--- src/scc_map.vh ---
// constants for the sar conversion control block
// assumes a 10 mhz ref_clk; included by the control and step modules
`ifndef SCC_MAP_VH
`define SCC_MAP_VH
`define SCC_BITS          16
`define SCC_MSB           15
`define SCC_MIDSCALE      16'h8000
`define SCC_CODE_MAX      16'hffff
`define SCC_CODE_MIN      16'h0000
`define SCC_SIGN_FLIP     16'h8000
`define SCC_CLK_MHZ       10
// three cycles a step: the comparator answer crosses two sync flops after each trial
`define SCC_STEP_DIV      3
`define SCC_SETTLE_NS     200
`define SCC_SETTLE_CYC    ((`SCC_SETTLE_NS * `SCC_CLK_MHZ + 999) / 1000)
`define SCC_ACQ_NS        500
`define SCC_ACQ_CYC       ((`SCC_ACQ_NS * `SCC_CLK_MHZ + 999) / 1000)
`define SCC_CNT_W         8
`endif

--- src/scc_conv_ctrl.v ---
// sequencer for a 16-bit charge-redistribution sar converter
// assumes comparator and range flags come from the analog core, asynchronous to ref_clk
`timescale 1ns/1ps
`include "scc_map.vh"
// How it works
// RULE_01 - host pulls convert_start_n low; a falling edge starts a conversion
// RULE_02 - acquiring: common node grounded, all array switches on the input
// RULE_03 - on start open both ground switches, then move the array from the input to reference ground
// RULE_04 - sixteen trial bits, msb first, weights halving down to one 65536th
// RULE_05 - after the last decision the code is formed, then busy drops
// RULE_06 - reported code belongs to the conversion just finished, no latency
// RULE_07 - coding_select high gives straight binary, low two's complement (msb flipped)
// RULE_08 - overrange saturates to ffff binary or 7fff two's complement
// RULE_09 - underrange saturates to 0000 binary or 8000 two's complement
// RULE_10 - a running conversion ignores new starts and power down
// RULE_11 - start still low at busy fall: self-timed acquisition, then auto restart
// RULE_12 - after each conversion drop to low-power acquisition, interface stays alive
// RULE_13 - busy high from start through the whole decision sequence
// RULE_14 - an internal step enable paces one bit decision per step
module scc_conv_ctrl (
    ref_clk,
    rst,
    convert_start_n,
    coding_select,
    power_down_in,
    comparator_in,
    over_range_in,
    under_range_in,
    busy,
    result,
    trial_code,
    array_ground_switch,
    dummy_ground_switch,
    array_to_input,
    array_to_ref_ground,
    low_power,
    powered_down
);
    input  wire        ref_clk;
    input  wire        rst;
    input  wire        convert_start_n;
    input  wire        coding_select;
    input  wire        power_down_in;
    input  wire        comparator_in;
    input  wire        over_range_in;
    input  wire        under_range_in;
    output reg         busy;
    output reg  [15:0] result;
    output reg  [15:0] trial_code;
    output reg         array_ground_switch;
    output reg         dummy_ground_switch;
    output reg         array_to_input;
    output reg         array_to_ref_ground;
    output reg         low_power;
    output reg         powered_down;

    localparam ST_ACQ    = 3'd0;
    localparam ST_OPEN   = 3'd1;
    localparam ST_SETTLE = 3'd2;
    localparam ST_BITS   = 3'd3;
    localparam ST_FORM   = 3'd4;
    localparam ST_AUTO   = 3'd5;

    localparam integer SETTLE_INT = `SCC_SETTLE_CYC;
    localparam integer ACQ_INT    = `SCC_ACQ_CYC;
    localparam [7:0]   SETTLE_CYC = SETTLE_INT[7:0];
    localparam [7:0]   ACQ_CYC    = ACQ_INT[7:0];

    // two-flop synchronisers; only the second stage is read
    reg [1:0] start_s_q;
    reg [1:0] cmp_s_q;
    reg [1:0] ovr_s_q;
    reg [1:0] und_s_q;
    reg [1:0] pd_s_q;
    reg [1:0] sel_s_q;
    reg       start_prev_q;

    always @(posedge ref_clk) begin
        if (rst) begin
            start_s_q    <= 2'b11;
            cmp_s_q      <= 2'b00;
            ovr_s_q      <= 2'b00;
            und_s_q      <= 2'b00;
            pd_s_q       <= 2'b00;
            sel_s_q      <= 2'b00;
            start_prev_q <= 1'b1;
        end else begin
            start_s_q    <= {start_s_q[0], convert_start_n};
            cmp_s_q      <= {cmp_s_q[0], comparator_in};
            ovr_s_q      <= {ovr_s_q[0], over_range_in};
            und_s_q      <= {und_s_q[0], under_range_in};
            pd_s_q       <= {pd_s_q[0], power_down_in};
            sel_s_q      <= {sel_s_q[0], coding_select};
            start_prev_q <= start_s_q[1];
        end
    end

    wire start_low  = ~start_s_q[1];
    wire start_fall = start_prev_q & ~start_s_q[1]; // see RULE_01

    wire step_en;
    reg  run_steps;

    scc_step_clock u_step (
        .ref_clk (ref_clk),
        .rst     (rst),
        .run     (run_steps),
        .step_en (step_en)
    );

    reg [2:0]  state_q;
    reg [7:0]  cnt_q;
    reg [4:0]  bit_q;
    reg [15:0] code_q;

    always @* begin
        run_steps = (state_q == ST_BITS);
    end

    // straight binary code to the selected output coding
    function [15:0] fmt;
        input [15:0] bin;
        input        sel_bin;
        begin
            fmt = sel_bin ? bin : (bin ^ `SCC_SIGN_FLIP); // see RULE_07
        end
    endfunction

    always @(posedge ref_clk) begin
        if (rst) begin
            state_q             <= ST_ACQ;
            cnt_q               <= 8'h00;
            bit_q               <= 5'd0;
            code_q              <= 16'h0000;
            busy                <= 1'b0;
            result              <= 16'h0000;
            trial_code          <= 16'h0000;
            array_ground_switch <= 1'b1;
            dummy_ground_switch <= 1'b1;
            array_to_input      <= 1'b1;
            array_to_ref_ground <= 1'b0;
            low_power           <= 1'b1;
            powered_down        <= 1'b0;
        end else begin
            case (state_q)
            ST_ACQ: begin
                // power down only takes effect between conversions
                powered_down <= pd_s_q[1]; // see RULE_10
                if (start_fall && !pd_s_q[1]) begin
                    busy                <= 1'b1; // see RULE_13
                    low_power           <= 1'b0;
                    array_ground_switch <= 1'b0; // see RULE_03
                    dummy_ground_switch <= 1'b0;
                    state_q             <= ST_OPEN;
                end
            end
            ST_OPEN: begin
                array_to_input      <= 1'b0; // see RULE_03
                array_to_ref_ground <= 1'b1;
                cnt_q               <= 8'h00;
                state_q             <= ST_SETTLE;
            end
            ST_SETTLE: begin
                if (cnt_q == SETTLE_CYC - 8'h01) begin
                    bit_q      <= 5'd`SCC_MSB;
                    code_q     <= 16'h0000;
                    trial_code <= `SCC_MIDSCALE; // see RULE_04
                    state_q    <= ST_BITS;
                end else begin
                    cnt_q <= cnt_q + 8'h01;
                end
            end
            ST_BITS: begin
                if (step_en) begin
                    // comparator high keeps the trial bit
                    code_q[bit_q[3:0]] <= cmp_s_q[1]; // see RULE_04
                    if (bit_q == 5'd0) begin
                        state_q <= ST_FORM;
                    end else begin
                        trial_code <= (code_q | ({15'h0000, cmp_s_q[1]} << bit_q[3:0]))
                                      | (16'h0001 << (bit_q[3:0] - 4'h1));
                        bit_q <= bit_q - 5'd1;
                    end
                end
            end
            ST_FORM: begin
                // range flags override the search result
                if (ovr_s_q[1])
                    result <= fmt(`SCC_CODE_MAX, sel_s_q[1]); // see RULE_08
                else if (und_s_q[1])
                    result <= fmt(`SCC_CODE_MIN, sel_s_q[1]); // see RULE_09
                else
                    result <= fmt(code_q, sel_s_q[1]); // see RULE_06
                busy                <= 1'b0; // see RULE_05
                low_power           <= 1'b1; // see RULE_12
                array_ground_switch <= 1'b1; // see RULE_02
                dummy_ground_switch <= 1'b1;
                array_to_input      <= 1'b1;
                array_to_ref_ground <= 1'b0;
                cnt_q               <= 8'h00;
                state_q             <= start_low ? ST_AUTO : ST_ACQ; // see RULE_11
            end
            ST_AUTO: begin
                // self-timed acquisition; releasing start returns to idle
                if (!start_low) begin
                    state_q <= ST_ACQ;
                end else if (cnt_q == ACQ_CYC - 8'h01) begin
                    busy                <= 1'b1; // see RULE_11
                    low_power           <= 1'b0;
                    array_ground_switch <= 1'b0;
                    dummy_ground_switch <= 1'b0;
                    state_q             <= ST_OPEN;
                end else begin
                    cnt_q <= cnt_q + 8'h01;
                end
            end
            default: state_q <= ST_ACQ;
            endcase
        end
    end
endmodule // scc_conv_ctrl

--- src/scc_step_clock.v ---
// internal conversion clock: a one-cycle enable pulse every few ref_clk cycles
// assumes a single ref_clk domain and a synchronous active-high reset
`timescale 1ns/1ps
`include "scc_map.vh"
module scc_step_clock (
    ref_clk,
    rst,
    run,
    step_en
);
    input  wire ref_clk;
    input  wire rst;
    input  wire run;
    output reg  step_en;

    reg [3:0] div_q;

    // divider restarts with each conversion so the first step is a fixed time after start
    always @(posedge ref_clk) begin
        if (rst || !run) begin
            div_q   <= 4'h0;
            step_en <= 1'b0;
        end else if (div_q == `SCC_STEP_DIV - 1) begin
            div_q   <= 4'h0;
            step_en <= 1'b1; // see RULE_14
        end else begin
            div_q   <= div_q + 4'h1;
            step_en <= 1'b0;
        end
    end
endmodule // scc_step_clock

--- config.mk ---
export PLATFORM = sky130hd
export DESIGN_NAME = scc_conv_ctrl
export DESIGN_NICKNAME = d
export VERILOG_FILES = /design/src/scc_conv_ctrl.v /design/src/scc_step_clock.v
export VERILOG_INCLUDE_DIRS = /design/src /design/src/src
export SDC_FILE = /design/constraint.sdc
export NUM_CORES = 1
export LEC_CHECK = 0
export BUFFER_PORTS_ARGS = -buffer_cell sky130_fd_sc_hd__buf_2
export CAP_MARGIN = 15
export CORE_UTILIZATION = 35
export DETAILED_ROUTE_END_ITERATION = 12
export PLACE_DENSITY_LB_ADDON = 0.1
export SLEW_MARGIN = 25
export SYNTH_ARGS = -nofsm -noshare
export SYNTH_HDL_FRONTEND = slang
export SYNTH_SLANG_ARGS = --single-unit
--- constraint.sdc ---
create_clock -name ref_clk -period 2.5 [get_ports ref_clk]
set_input_delay 0.75 -clock ref_clk [delete_from_list [all_inputs] [get_ports ref_clk]]
set_output_delay 0.75 -clock ref_clk [all_outputs]
set_load 0.005 [all_outputs]
## Yosys cells after proc, flatten, opt, wreduce, memory -nomap -nowiden

Cells that the tools add are included.

- Output and inout bits: 39
- Logic and storage cells: 111
- Register bits after elaboration: 87
- Input bits: 8

- Add/subtract/negate cells: 4
- $lt $le $gt $ge: 2
- Bitwise logic cells: 5
- Multiplexer cells: 42
- Shifts and indexed selects: 2
- Equality and inequality tests: 18
- Reduce and logical (&&, ||, !) cells: 18

Operator list:

| operator | number |
|---|---|
| two-way mux 16 bit | 10 |
| one-hot mux 16 bit (2 select lines) | 2 |
| bitwise OR 16 bit | 2 |
| two-way mux 8 bit | 3 |
| one-hot mux 8 bit (3 select lines) | 1 |
| two-way mux 3 bit | 7 |
| != test 2 bit (second input constant) | 9 |
| one-hot mux 3 bit (6 select lines) | 1 |
| bitwise mux 16 bit | 1 |
| left shift 1 x 4 -> 16 bit | 1 |
| left shift 1 x 4 -> 16 bit (first input constant) | 1 |
| two-way mux 5 bit | 3 |
| AND reduction 4 bit | 3 |
| one-hot mux 5 bit (2 select lines) | 1 |
| adder 8 x 1 -> 8 bit (second input constant) | 1 |
| == test 8 x 1 -> 1 bit (second input constant) | 1 |
| == test 8 x 3 -> 1 bit (second input constant) | 1 |
| two-way mux 1 bit | 8 |
| == test 3 x 2 -> 1 bit (second input constant) | 2 |
| == test 3 bit (second input constant) | 2 |
| one-hot mux 1 bit (3 select lines) | 2 |
| nonzero test 3 bit | 2 |
| logical NOT 5 bit | 1 |
| < comparator 4 x 5 -> 1 bit (second input constant) | 1 |
| 19 further kinds | 25 |

## Depth between registers and ports, before layout

Gate-level depths: netlist (run 1).

- Depth in word-level cells: 7
- Gate-level depth with buffers: 10
- Mapped depth without buffers: 7

## Modules after synthesis

From an unflattened synthesis (run 1), not the netlist that was laid out.

- Cells, all modules: 493
- Area total of the unflattened synthesis: 4230.3 µm²

Modules (own cells, without submodules):

| module | sequential area each (µm²) | cells each | area each (µm²) | instances |
|---|---|---|---|---|
| scc_conv_ctrl | 1641.6 | 473 | 4020.1 | 1 |
| scc_step_clock | 100.1 | 20 | 210.2 | 1 |

## Least setup slack after synthesis (run 1)

Ideal clock, no wire load.

- Path type: register to register
- Start point: reg bit_q[0]
- End point: reg trial_code[3]
- Arrival time: 2.154 ns
- Setup slack: 0.224 ns
- Data required time: 2.378 ns
- Buffers on the path: 3
- Setup time: 0.122 ns
- Clock period less this slack: 2.276 ns
- Stages on the path, launching flop included: 10
- Path through: dfxtp_1 -> clkbuf_1 -> inv_1 -> ha_1 -> buf_2 -> nor4b_4 -> nor3_4 -> a211oi_4 -> buf_6 -> a221o_1

- Longest elaborated chain between the ends: 6

RTL lines:

| element | line | text |
|---|---|---|
| start, declared | scc_conv_ctrl.v:113 | `reg [4:0] bit_q;` |
| start signal, assigned | scc_conv_ctrl.v:165 | `` bit_q <= 5'd`SCC_MSB; `` |
| start signal, assigned | scc_conv_ctrl.v:182 | `bit_q <= bit_q - 5'd1;` |
| subtractor 4 x 1 -> 4 bit / left shift 1 x 4 -> 16 bit (equally long branches) | scc_conv_ctrl.v:181, scc_conv_ctrl.v:180 |  |
| left shift 1 x 4 -> 16 bit / bitwise OR 16 bit (equally long branches) | scc_conv_ctrl.v:181, scc_conv_ctrl.v:180 |  |
| bitwise OR 16 bit | scc_conv_ctrl.v:181 | `\| (16'h0001 << (bit_q[3:0] - 4'h1));` |
| two-way mux 16 bit | scc_conv_ctrl.v:177 | `if (bit_q == 5'd0) begin` |
| two-way mux 16 bit | scc_conv_ctrl.v:174 | `if (step_en) begin` |
| one-hot mux 16 bit (2 select lines) | scc_conv_ctrl.v:145 | `case (state_q)` |
| end signal, assigned | scc_conv_ctrl.v:167 | `` trial_code <= `SCC_MIDSCALE; `` |
| end signal, assigned | scc_conv_ctrl.v:180 | `trial_code <= (code_q \| ({15'h0000, cmp_s_q[1]} << bit_q[3:0]))` |
| end, declared | scc_conv_ctrl.v:49 | `output reg [15:0] trial_code;` |

Parallel ways exist; a longest one is shown, timed or not. The select of a mux whose other input is x is not followed.
A chain may end at the register's enable or synchronous reset.

## Final worst setup path (run 1)

- Start point: reg bit_q[1]
- End point: reg bit_q[4]

- Longest elaborated chain between the ends: 4

RTL lines:

| element | line |
|---|---|
| subtractor 5 x 1 -> 5 bit | scc_conv_ctrl.v:182 |
| two-way mux 5 bit | scc_conv_ctrl.v:177 |
| two-way mux 5 bit | scc_conv_ctrl.v:174 |
| one-hot mux 5 bit (2 select lines) | scc_conv_ctrl.v:145 |

Parallel ways exist; a longest one is shown, timed or not. The select of a mux whose other input is x is not followed.

==> impl_metrics.env, run 1 <==
export IMPL_clk_pin_slew_worst_paths_ns=0.06
export IMPL_post_cts_buffers=0
export IMPL_violations="design-rule violations"
export IMPL_grt_max_degree=37
export IMPL_fin_nets=547
export IMPL_cts_made_buffers=9
export IMPL_gp_congestion=0.923
export IMPL_diodes=0
export IMPL_grt_pass1_wl_um=17800
export IMPL_finClkSkew_ns=0.00784
export IMPL_hold_buffers=0
export IMPL_initial_core_util=0.364
export IMPL_rr_worst_depth=8
export IMPL_end_kind="flop"
export IMPL_syn_avg_cell_area_um2=8.36
export IMPL_timing_final_hold_violations=0
export IMPL_ys_flop_type="dfxtp_1"
export IMPL_vias_per_cell=5.42
export IMPL_chipWidth_um=111
export IMPL_crit_family="compound AO/OA/AOI/OAI gates"
export IMPL_dr_total_vias=3661
export IMPL_crit_arrival_ns=2.47
export IMPL_hold_class="flop to flop"
export IMPL_power_per_cell_area_nw_per_um2=941
export IMPL_cap_viol_max_count=0
export IMPL_yosys_warnings=0
export IMPL_layout_common_cells="dfxtp_1, nor2_1, buf_2, o21ai_0, a21oi_1"
export IMPL_crit_slowest_cell="a211oi_4"
export IMPL_status="finished with violations"
export IMPL_drive_above_1_share=0.174
export IMPL_ant_nets=0
export IMPL_worstPathRequired_ns=2.75
export IMPL_cts_sinks=87
export IMPL_die_area_um2=12400
export IMPL_fin_crit_ns=2.22
export IMPL_cts_root_buffer="clkbuf_16"
export IMPL_worstSetupPathType="flop to flop"
export IMPL_post_cts_resized=0
export IMPL_post_drt_wl_per_cell_um=15.6
export IMPL_final_common_cell="dfxtp_1"
export IMPL_ir_drop_mv=0.559
export IMPL_grt_usage=0.180
export IMPL_die_h_um=111
export IMPL_power_mw=4.55
export IMPL_dr_pass1_iters=8
export IMPL_holdPathStages=1
export IMPL_core_area_um2=11500
export IMPL_post_route_drc_count=8
export IMPL_antenna_found_initial=0
export IMPL_crit_chain="inv_1 -> ha_1 -> nor4b_4 -> nor3_4 -> buf_4 -> a211oi_4 -> o21ai_0 -> o41ai_2"
export IMPL_path_depth=8
export IMPL_syn_inst=501
export IMPL_port_buffer_count=46
export IMPL_io_pins=47
export IMPL_fmax_mhz=451
export IMPL_drt_total_wl_um=10500
export IMPL_drt_iter0_markers=184
export IMPL_drv_slew=0
export IMPL_row_count=39
export IMPL_cts_tree="done"
export IMPL_power_leakage_nw=1.80
export IMPL_overflow=0
export IMPL_nFillCells=1198
export IMPL_setup_violations=0
export IMPL_slew_headroom=0.577
export IMPL_seqCellArea_um2=1740
export IMPL_crit_fanout=12
export IMPL_syn2layout_area_growth_pct=15.5
export IMPL_syn_nets=520
export IMPL_rsz0062_at_grt="false"
export IMPL_synth_distinct_cells=62
export IMPL_tightest_slew_ns=0.634
export IMPL_cp_start_kind="flop"
export IMPL_grt_pass1_vias=3557
export IMPL_clk_insertion_delay_late_ns=0.34
export IMPL_cts_htree_levels=3
export IMPL_clockBufferDepth=2
export IMPL_dpl_hpwl_um=7720
export IMPL_path_buf_inv=2
export IMPL_multi_input_area_um2=2200
export IMPL_synth_area_um2=4190
export IMPL_synth_seq_area_share=0.416
export IMPL_post_route_period_util=0.887
export IMPL_setup_tns_ns=0
export IMPL_synthArstFlopShare=0
export IMPL_synth_edff_count=0
export IMPL_cpPeakStageDelay_ns=0.49
export IMPL_ys_ff_latch=87
==> synth_stat cells (2+ instances only) <==
cell	count	area share
buf_1	2	0.0018
and4_1	3	0.0063
dfxtp_1	87	0.42
and2_1	4	0.0060
a211o_1	2	0.0042
nor3_1	12	0.014
and3_1	5	0.0075
mux2i_1	3	0.0072
a221oi_1	3	0.0063
nand3b_1	3	0.0054
o21ai_0	41	0.049
nor2b_1	14	0.021
nand2_1	24	0.022
nand3_1	16	0.019
xor2_1	2	0.0042
buf_2	10	0.012
ha_1	11	0.033
nor2_1	82	0.074
inv_1	9	0.0081
a2111oi_0	2	0.0042
clkbuf_1	21	0.019
xnor2_1	5	0.010
a21oi_1	34	0.041
a22oi_1	18	0.032
or2_2	4	0.0060
buf_4	4	0.0072
buf_6	4	0.011
a311o_1	3	0.0072
nand2b_1	8	0.012
a31oi_1	6	0.0090
a311oi_1	2	0.0042
a221o_1	5	0.012
a211oi_1	23	0.041
==> through the flow <==
step,hold WS [ns],worst slack (ns),area (um^2),util,std cells
2_1_floorplan,0.389,0.224,4190,-,501
3_3_place_gp,0.392,0.389,4470,0.388,660
3_5_place_dp,0.396,0.276,4470,0.388,660
4_1_cts,0.410,0.274,4840,0.420,676
5_1_grt,0.446,0.0852,4840,0.420,676
6_report,0.411,0.282,4840,0.420,676
==> power by group <==
part           switching [mW]  internal [mW]
combinational           0.689          0.486
clock                   0.563           1.08
sequential              0.178           1.55
==> kinds of logic (layout without fill, tap and decap cells) <==
group	after synthesis	after routing	synth area share
adder cells (fa/ha/maj)	11	11	0.0329
flip-flops	87	87	0.416
XOR/XNOR	7	7	0.0146
buffers and inverters	50	82	0.0586
multiplexers	3	3	0.00717
AO/OA/AOI/OAI	154	154	0.244
AND/OR/NAND/NOR	189	189	0.227
==> routing by layer <==
layer / wire length (um) / vias up / global-route usage
li1: - / 1846 / -
met1: 4840 / 1707 / 0.224
met2: 4960 / 88 / 0.296
met3: 454 / 20 / 0.0490
met4: 260 / 0 / 0.0712
met5: 0 / - / 0
==> worst register-to-register path, cell delays in order, from the launching register on <==
cell,delay [ns]
dfxtp_1,0.42
inv_1,0.20
ha_1,0.20
nor4b_4,0.27
nor3_4,0.12
buf_4,0.17
a211oi_4,0.49
o21ai_0,0.20
o41ai_2,0.07
==> flip-flops by register name, indices dropped and copies added (netlist names) <==
register / count
array_to_input: 1
powered_down: 1
u_step.step_en: 1
start_s_q: 2
trial_code: 16
sel_s_q: 2
bit_q: 5
cmp_s_q: 2
und_s_q: 2
start_prev_q: 1
cnt_q: 8
low_power: 1
state_q: 3
result: 16
pd_s_q: 2
code_q: 16
u_step.div_q: 4
busy: 1
ovr_s_q: 2
array_to_ref_ground: 1
==> layout make-up <==
cell class,instances,area share
clock buffers,9,0.0466
repair buffers,57,0.0647
inverters,9,0.00698
flip-flops and latches,87,0.360
multi-input cells,364,0.455
clock inverters,7,0.0297
well taps,143,0.0370
==> path summary, 6_finish.rpt <==
| path | endpoint | from | slack (ns) |
|---|---|---|---|
| max | bit_q[4]$_SDFFE_PP0P_ | bit_q[1]$_SDFFE_PP0P_ | 0.28 |
| min | start_s_q[1]$_SDFF_PP1_ | start_s_q[0]$_SDFF_PP1_ | 0.41 |
| max reg2reg | bit_q[4]$_SDFFE_PP0P_ | bit_q[1]$_SDFFE_PP0P_ | 0.28 |
| min reg2reg | start_s_q[1]$_SDFF_PP1_ | start_s_q[0]$_SDFF_PP1_ | 0.41 |
(Power assumes the default switching activity.)
==> run 2, diff against run 1 <==
Settings changed: MAX_ROUTING_LAYER set to met4.
==> run 2 against run 1 <==
  * The run still ends with design-rule violations left
  * Count of clock-buffer cells in the layout grew 1
  * Final cell count rose by 0.30%
  * Routed wire length increased by 1.5%
  * Worst hold slack gained 0.0035 ns
  * Largest power group unchanged
  * Critical endpoint unchanged
  * Sequential share of layout area rose by 0.23 points
  * Die area unchanged
  * First-iteration DRC count is 3.8% lower
  * Register-to-register slack barely moved
  * Worst setup slack lost 0.0038 ns
  * Core utilization decreased by 0.27 points
  * Critical path depth unchanged
  * Fmax decreased by 0.17%
==> impl_metrics.env, run 2 (synthesis results as in run 1) <==
export IMPL_slew_headroom=0.616
export IMPL_m1WireLength_um=4740
export IMPL_dpl_hpwl_um=7770
export IMPL_post_route_drc_count=8
export IMPL_clk_insertion_delay_late_ns=0.35
export IMPL_wl_met3_um=579
export IMPL_fin_util=0.417
export IMPL_grt_max_degree=37
export IMPL_post_cts_resized=0
export IMPL_finClkSkew_ns=0.00693
export IMPL_dr_total_vias=3709
export IMPL_rsz0062_at_grt="false"
export IMPL_dr_pass1_iters=10
export IMPL_power_per_cell_area_nw_per_um2=909
export IMPL_worst_slack_ns=0.278
export IMPL_die_area_um2=12400
export IMPL_status="finished with violations"
export IMPL_worstPathRequired_ns=2.76
export IMPL_violations="design-rule violations"
export IMPL_grt_pass1_wl_um=18100
export IMPL_gp_congestion=0.909
export IMPL_grt_pass1_vias=3555
export IMPL_initial_core_util=0.364
export IMPL_largestRegisters="code_q: 16 flops, result: 16 flops, trial_code: 16 flops"
export IMPL_timing_final_hold_violations=0
export IMPL_cap_viol_max_count=0
export IMPL_cts_tree="done"
export IMPL_die_h_um=111
export IMPL_post_cts_buffers=0
export IMPL_io_pins=47
export IMPL_cts_made_buffers=9
export IMPL_ant_nets=0
export IMPL_wl_met2_um=5050
export IMPL_cts_root_buffer="clkbuf_16"
export IMPL_drive_above_1_share=0.178
export IMPL_power_leakage_nw=1.80
export IMPL_hold_class="flop to flop"
export IMPL_syn2layout_area_growth_pct=14.8
export IMPL_fin_nets=549
export IMPL_post_route_period_util=0.889
export IMPL_cp_start_kind="flop"
export IMPL_antenna_found_initial=0
export IMPL_nFillCells=1197
export IMPL_drt_iter0_markers=177
export IMPL_drv_slew=0
export IMPL_hold_buffers=0
export IMPL_crit_fanout=12
export IMPL_tightest_slew_ns=0.576
export IMPL_vias_per_cell=5.47
export IMPL_place_ws_ns=0.307
export IMPL_reg2reg_slack_ns=0.28
export IMPL_post_drt_wl_per_cell_um=15.7
export IMPL_cts_htree_levels=3
export IMPL_row_count=39
export IMPL_ir_drop_mv=0.474
export IMPL_layout_common_cells="dfxtp_1, nor2_1, buf_2, o21ai_0, a21oi_1"
export IMPL_clockBufferDepth=2
export IMPL_port_buffer_count=46
export IMPL_setup_violations=0
export IMPL_clk_pin_slew_worst_paths_ns=0.06
export IMPL_fin_hold_ws_ns=0.414
export IMPL_chipWidth_um=111
export IMPL_setup_tns_ns=0
export IMPL_drt_total_wl_um=10700
export IMPL_diodes=0
export IMPL_grt_usage=0.191
export IMPL_worstSetupPathType="flop to flop"
export IMPL_crit_arrival_ns=2.48
export IMPL_fin_crit_ns=2.22
export IMPL_fmax_mhz=450
export IMPL_place_area_um2=4480
export IMPL_final_common_cell="dfxtp_1"
export IMPL_end_kind="flop"
export IMPL_fin_area_um2=4810
export IMPL_overflow=0
export IMPL_cts_sinks=87
export IMPL_maxUsedRoutingLayer="met4"
export IMPL_core_area_um2=11500
## run 2: worst paths after layout
path	cells after the start	start	to
min	1	start_s_q[0]$_SDFF_PP1_	start_s_q[1]$_SDFF_PP1_
max	8	bit_q[1]$_SDFFE_PP0P_	bit_q[4]$_SDFFE_PP0P_
max reg2reg	8	bit_q[1]$_SDFFE_PP0P_	bit_q[4]$_SDFFE_PP0P_
min reg2reg	1	start_s_q[0]$_SDFF_PP1_	start_s_q[1]$_SDFF_PP1_
## run 2: critical path, stage by stage (launching register included)
cell	delay, ns
dfxtp_1	0.41
inv_1	0.18
ha_1	0.19
nor4b_4	0.27
nor3_4	0.12
buf_4	0.18
a211oi_4	0.49
o21ai_0	0.21
o41ai_2	0.08
## run 2: final cells by class
type                       instances  area, um^2  area share
multi-input combinational        364        2200       0.458
sequential                        87        1740       0.362
timing repair buffer              59         328      0.0682
clock buffer                      10         239      0.0497
tap                              143         179      0.0372
clock inverter                     6        83.8      0.0174
inverter                           9        33.8     0.00703
## run 2: metrics by stage
| step | total power [mW] | cells |
|---|---|---|
| after floorplan | 2.64 | 501 |
| after global placement | 2.95 | 662 |
| after detailed placement | 2.96 | 662 |
| after CTS | 4.42 | 678 |
| after global routing | 4.67 | 678 |
| final | 4.37 | 678 |
## run 2: metal layers
metal	vias up	global-route usage
li1	1850	-
met1	1727	0.229
met2	106	0.303
met3	26	0.0479
met4	0	0.0838
met5	-	-
## run 2: power by group
group          switching [mW]  internal [mW]  total (mW)
clock network           0.548          0.898        1.45
logic                   0.706          0.491        1.20
registers               0.172           1.55        1.73
==> run 3, diff against run 2 <==
Settings changed: CORE_UTILIZATION 35 to 39.
==> run 3 against run 2 <==
  * The run now ends clean
  * Core utilization increased by 2.9 points
  * Sequential share of layout area increased by 1.4 points
  * Sequential cell count is the same
  * Non-clock buffer count shrank 2
  * Power down 13%
  * Global-route usage rose by 1.9 points
  * First-iteration DRC count grew 9.0%
  * Sequential power hardly changed
  * Count of clock-buffer cells in the layout stayed put
  * Critical path depth fell by 1
  * Routed wire length rose by 0.56%
  * Die area down 10%
  * Critical path type unchanged
  * Critical endpoint is now trial_code[2]$_SDFFE_PP0P_
  * Highest routed layer unchanged
==> impl_metrics.env, run 3 (synthesis results as in run 1) <==
export IMPL_row_count=37
export IMPL_hold_class="flop to flop"
export IMPL_clk_insertion_delay_late_ns=0.36
export IMPL_worstSetupPathType="flop to flop"
export IMPL_port_buffer_count=46
export IMPL_largestRegisters="code_q: 16 flops, result: 16 flops, trial_code: 16 flops"
export IMPL_final_common_cell="dfxtp_1"
export IMPL_dr_total_vias=3703
export IMPL_die_h_um=106
export IMPL_dp_cells=653
export IMPL_tightest_slew_ns=0.579
export IMPL_ant_nets=0
export IMPL_gp_congestion=0.922
export IMPL_die_area_um2=11200
export IMPL_layout_common_cells="dfxtp_1, nor2_1, buf_2, o21ai_0, a21oi_1"
export IMPL_rsz0062_at_grt="false"
export IMPL_cpPeakStageDelay_ns=0.53
export IMPL_power_per_cell_area_nw_per_um2=826
export IMPL_cts_root_buffer="clkbuf_8"
export IMPL_post_route_period_util=0.893
export IMPL_timing_final_hold_violations=0
export IMPL_grt_max_degree=45
export IMPL_end_kind="flop"
export IMPL_syn2layout_area_growth_pct=10.6
export IMPL_chipWidth_um=106
export IMPL_grt_met1_usage=0.262
export IMPL_rr_worst_depth=7
export IMPL_worstPathRequired_ns=2.81
export IMPL_post_cts_resized=0
export IMPL_dr_pass1_iters=5
export IMPL_antenna_found_initial=0
export IMPL_clk_pin_slew_worst_paths_ns=0.10
export IMPL_grt_pass1_vias=3565
export IMPL_fin_crit_ns=2.23
export IMPL_status="finished, final reports clean"
export IMPL_fmax_mhz=448
export IMPL_grt_use_met3=0.0383
export IMPL_post_drt_wl_per_cell_um=16.0
export IMPL_setup_tns_ns=0
export IMPL_dpl_hpwl_um=7690
export IMPL_nFillCells=1101
export IMPL_vias_per_cell=5.54
export IMPL_crit_arrival_ns=2.54
export IMPL_cts_tree="done"
export IMPL_grt_pass1_wl_um=18000
export IMPL_drv_slew=0
export IMPL_ir_drop_mv=0.453
export IMPL_initial_core_util=0.404
export IMPL_holdPathStages=1
export IMPL_fin_nets=547
export IMPL_fin_cells=669
export IMPL_setup_violations=0
export IMPL_overflow=0
export IMPL_grt_use_met2=0.338
export IMPL_drt_total_wl_um=10700
export IMPL_hold_buffers=0
export IMPL_power_leakage_nw=1.71
export IMPL_slew_headroom=0.614
export IMPL_cts_htree_levels=3
export IMPL_core_area_um2=10400
export IMPL_post_route_drc_count=0
export IMPL_post_cts_buffers=0
export IMPL_diodes=0
export IMPL_clockBufferDepth=2
export IMPL_finClkSkew_ns=0.0114
export IMPL_grt_usage=0.210
export IMPL_grt_busiest_layer="met2"
export IMPL_cts_sinks=87
export IMPL_crit_chain="inv_1 -> ha_1 -> nor4b_4 -> nor3_4 -> nand2_2 -> nor2_1 -> a221o_1"
export IMPL_crit_fanout=14
export IMPL_drt_iter0_markers=193
export IMPL_drive_above_1_share=0.173
export IMPL_io_pins=47
export IMPL_cap_viol_max_count=0
export IMPL_cp_start_kind="flop"
export IMPL_cts_made_buffers=9
export IMPL_crit_slowest_cell="dfxtp_1"
-- run 3: cell types whose count changed in the layout (fill, tap and decap cells not counted), sizes merged --
cell      previous run  this run
buf                 59        57
bufinv               2         0
clkinv               4         2
clkinvlp             0         2
inv                  9        11
-- run 3: where the power goes --
group          total [mW]  internal (mW)  switching [mW]  leakage, nW
clock network       0.900          0.365           0.534       0.0831
logic                1.20          0.491           0.706        0.921
registers            1.73           1.55           0.173        0.707
total                3.82           2.41            1.41         1.71
-- run 3: metrics by stage --
stage | hold WS (ns) | total power [mW] | util | cell area, um^2 | setup slack (ns)
5_1_grt | 0.432 | 4.10 | 0.446 | 4630 | 0.0812
4_1_cts | 0.414 | 3.86 | 0.446 | 4630 | 0.271
2_1_floorplan | 0.389 | 2.64 | - | 4190 | 0.224
6_report | 0.403 | 3.82 | 0.446 | 4630 | 0.268
3_5_place_dp | 0.397 | 2.96 | 0.430 | 4460 | 0.274
3_3_place_gp | 0.394 | 2.95 | 0.430 | 4460 | 0.394
-- run 3: routing by layer --
metal / wire, um / share of wire
met1: 4840 / 0.45
met2: 5080 / 0.47
met3: 557 / 0.052
met4: 259 / 0.024
met5: 0 / 0
-- run 3: cell type report --
type / instances / area (um^2) / share of cell area
Multi-Input combinational cell: 364 / 2200 / 0.475
Sequential cell: 87 / 1740 / 0.376
Timing Repair Buffer: 57 / 313 / 0.0676
Tap cell: 136 / 170 / 0.0368
Clock buffer: 10 / 128 / 0.0276
Clock inverter: 6 / 42.5 / 0.00919
Inverter: 9 / 33.8 / 0.00730
-- run 3: path summary, 6_finish.rpt --
check	startpoint	slack, ns	end
worst min register to register	start_s_q[0]$_SDFF_PP1_	0.40	start_s_q[1]$_SDFF_PP1_
worst max register to register	bit_q[1]$_SDFFE_PP0P_	0.27	trial_code[2]$_SDFFE_PP0P_
worst max-delay path	bit_q[1]$_SDFFE_PP0P_	0.27	trial_code[2]$_SDFFE_PP0P_
worst min-delay path	start_s_q[0]$_SDFF_PP1_	0.40	start_s_q[1]$_SDFF_PP1_
-- run 3: worst max-delay path: cells and delay by family (launching register included) --
family	cells	cell delay, ns
compound gates	1	0.18
fa+ha+maj	1	0.24
buf+inv	1	0.17
flops	1	0.53
simple gates	4	1.07
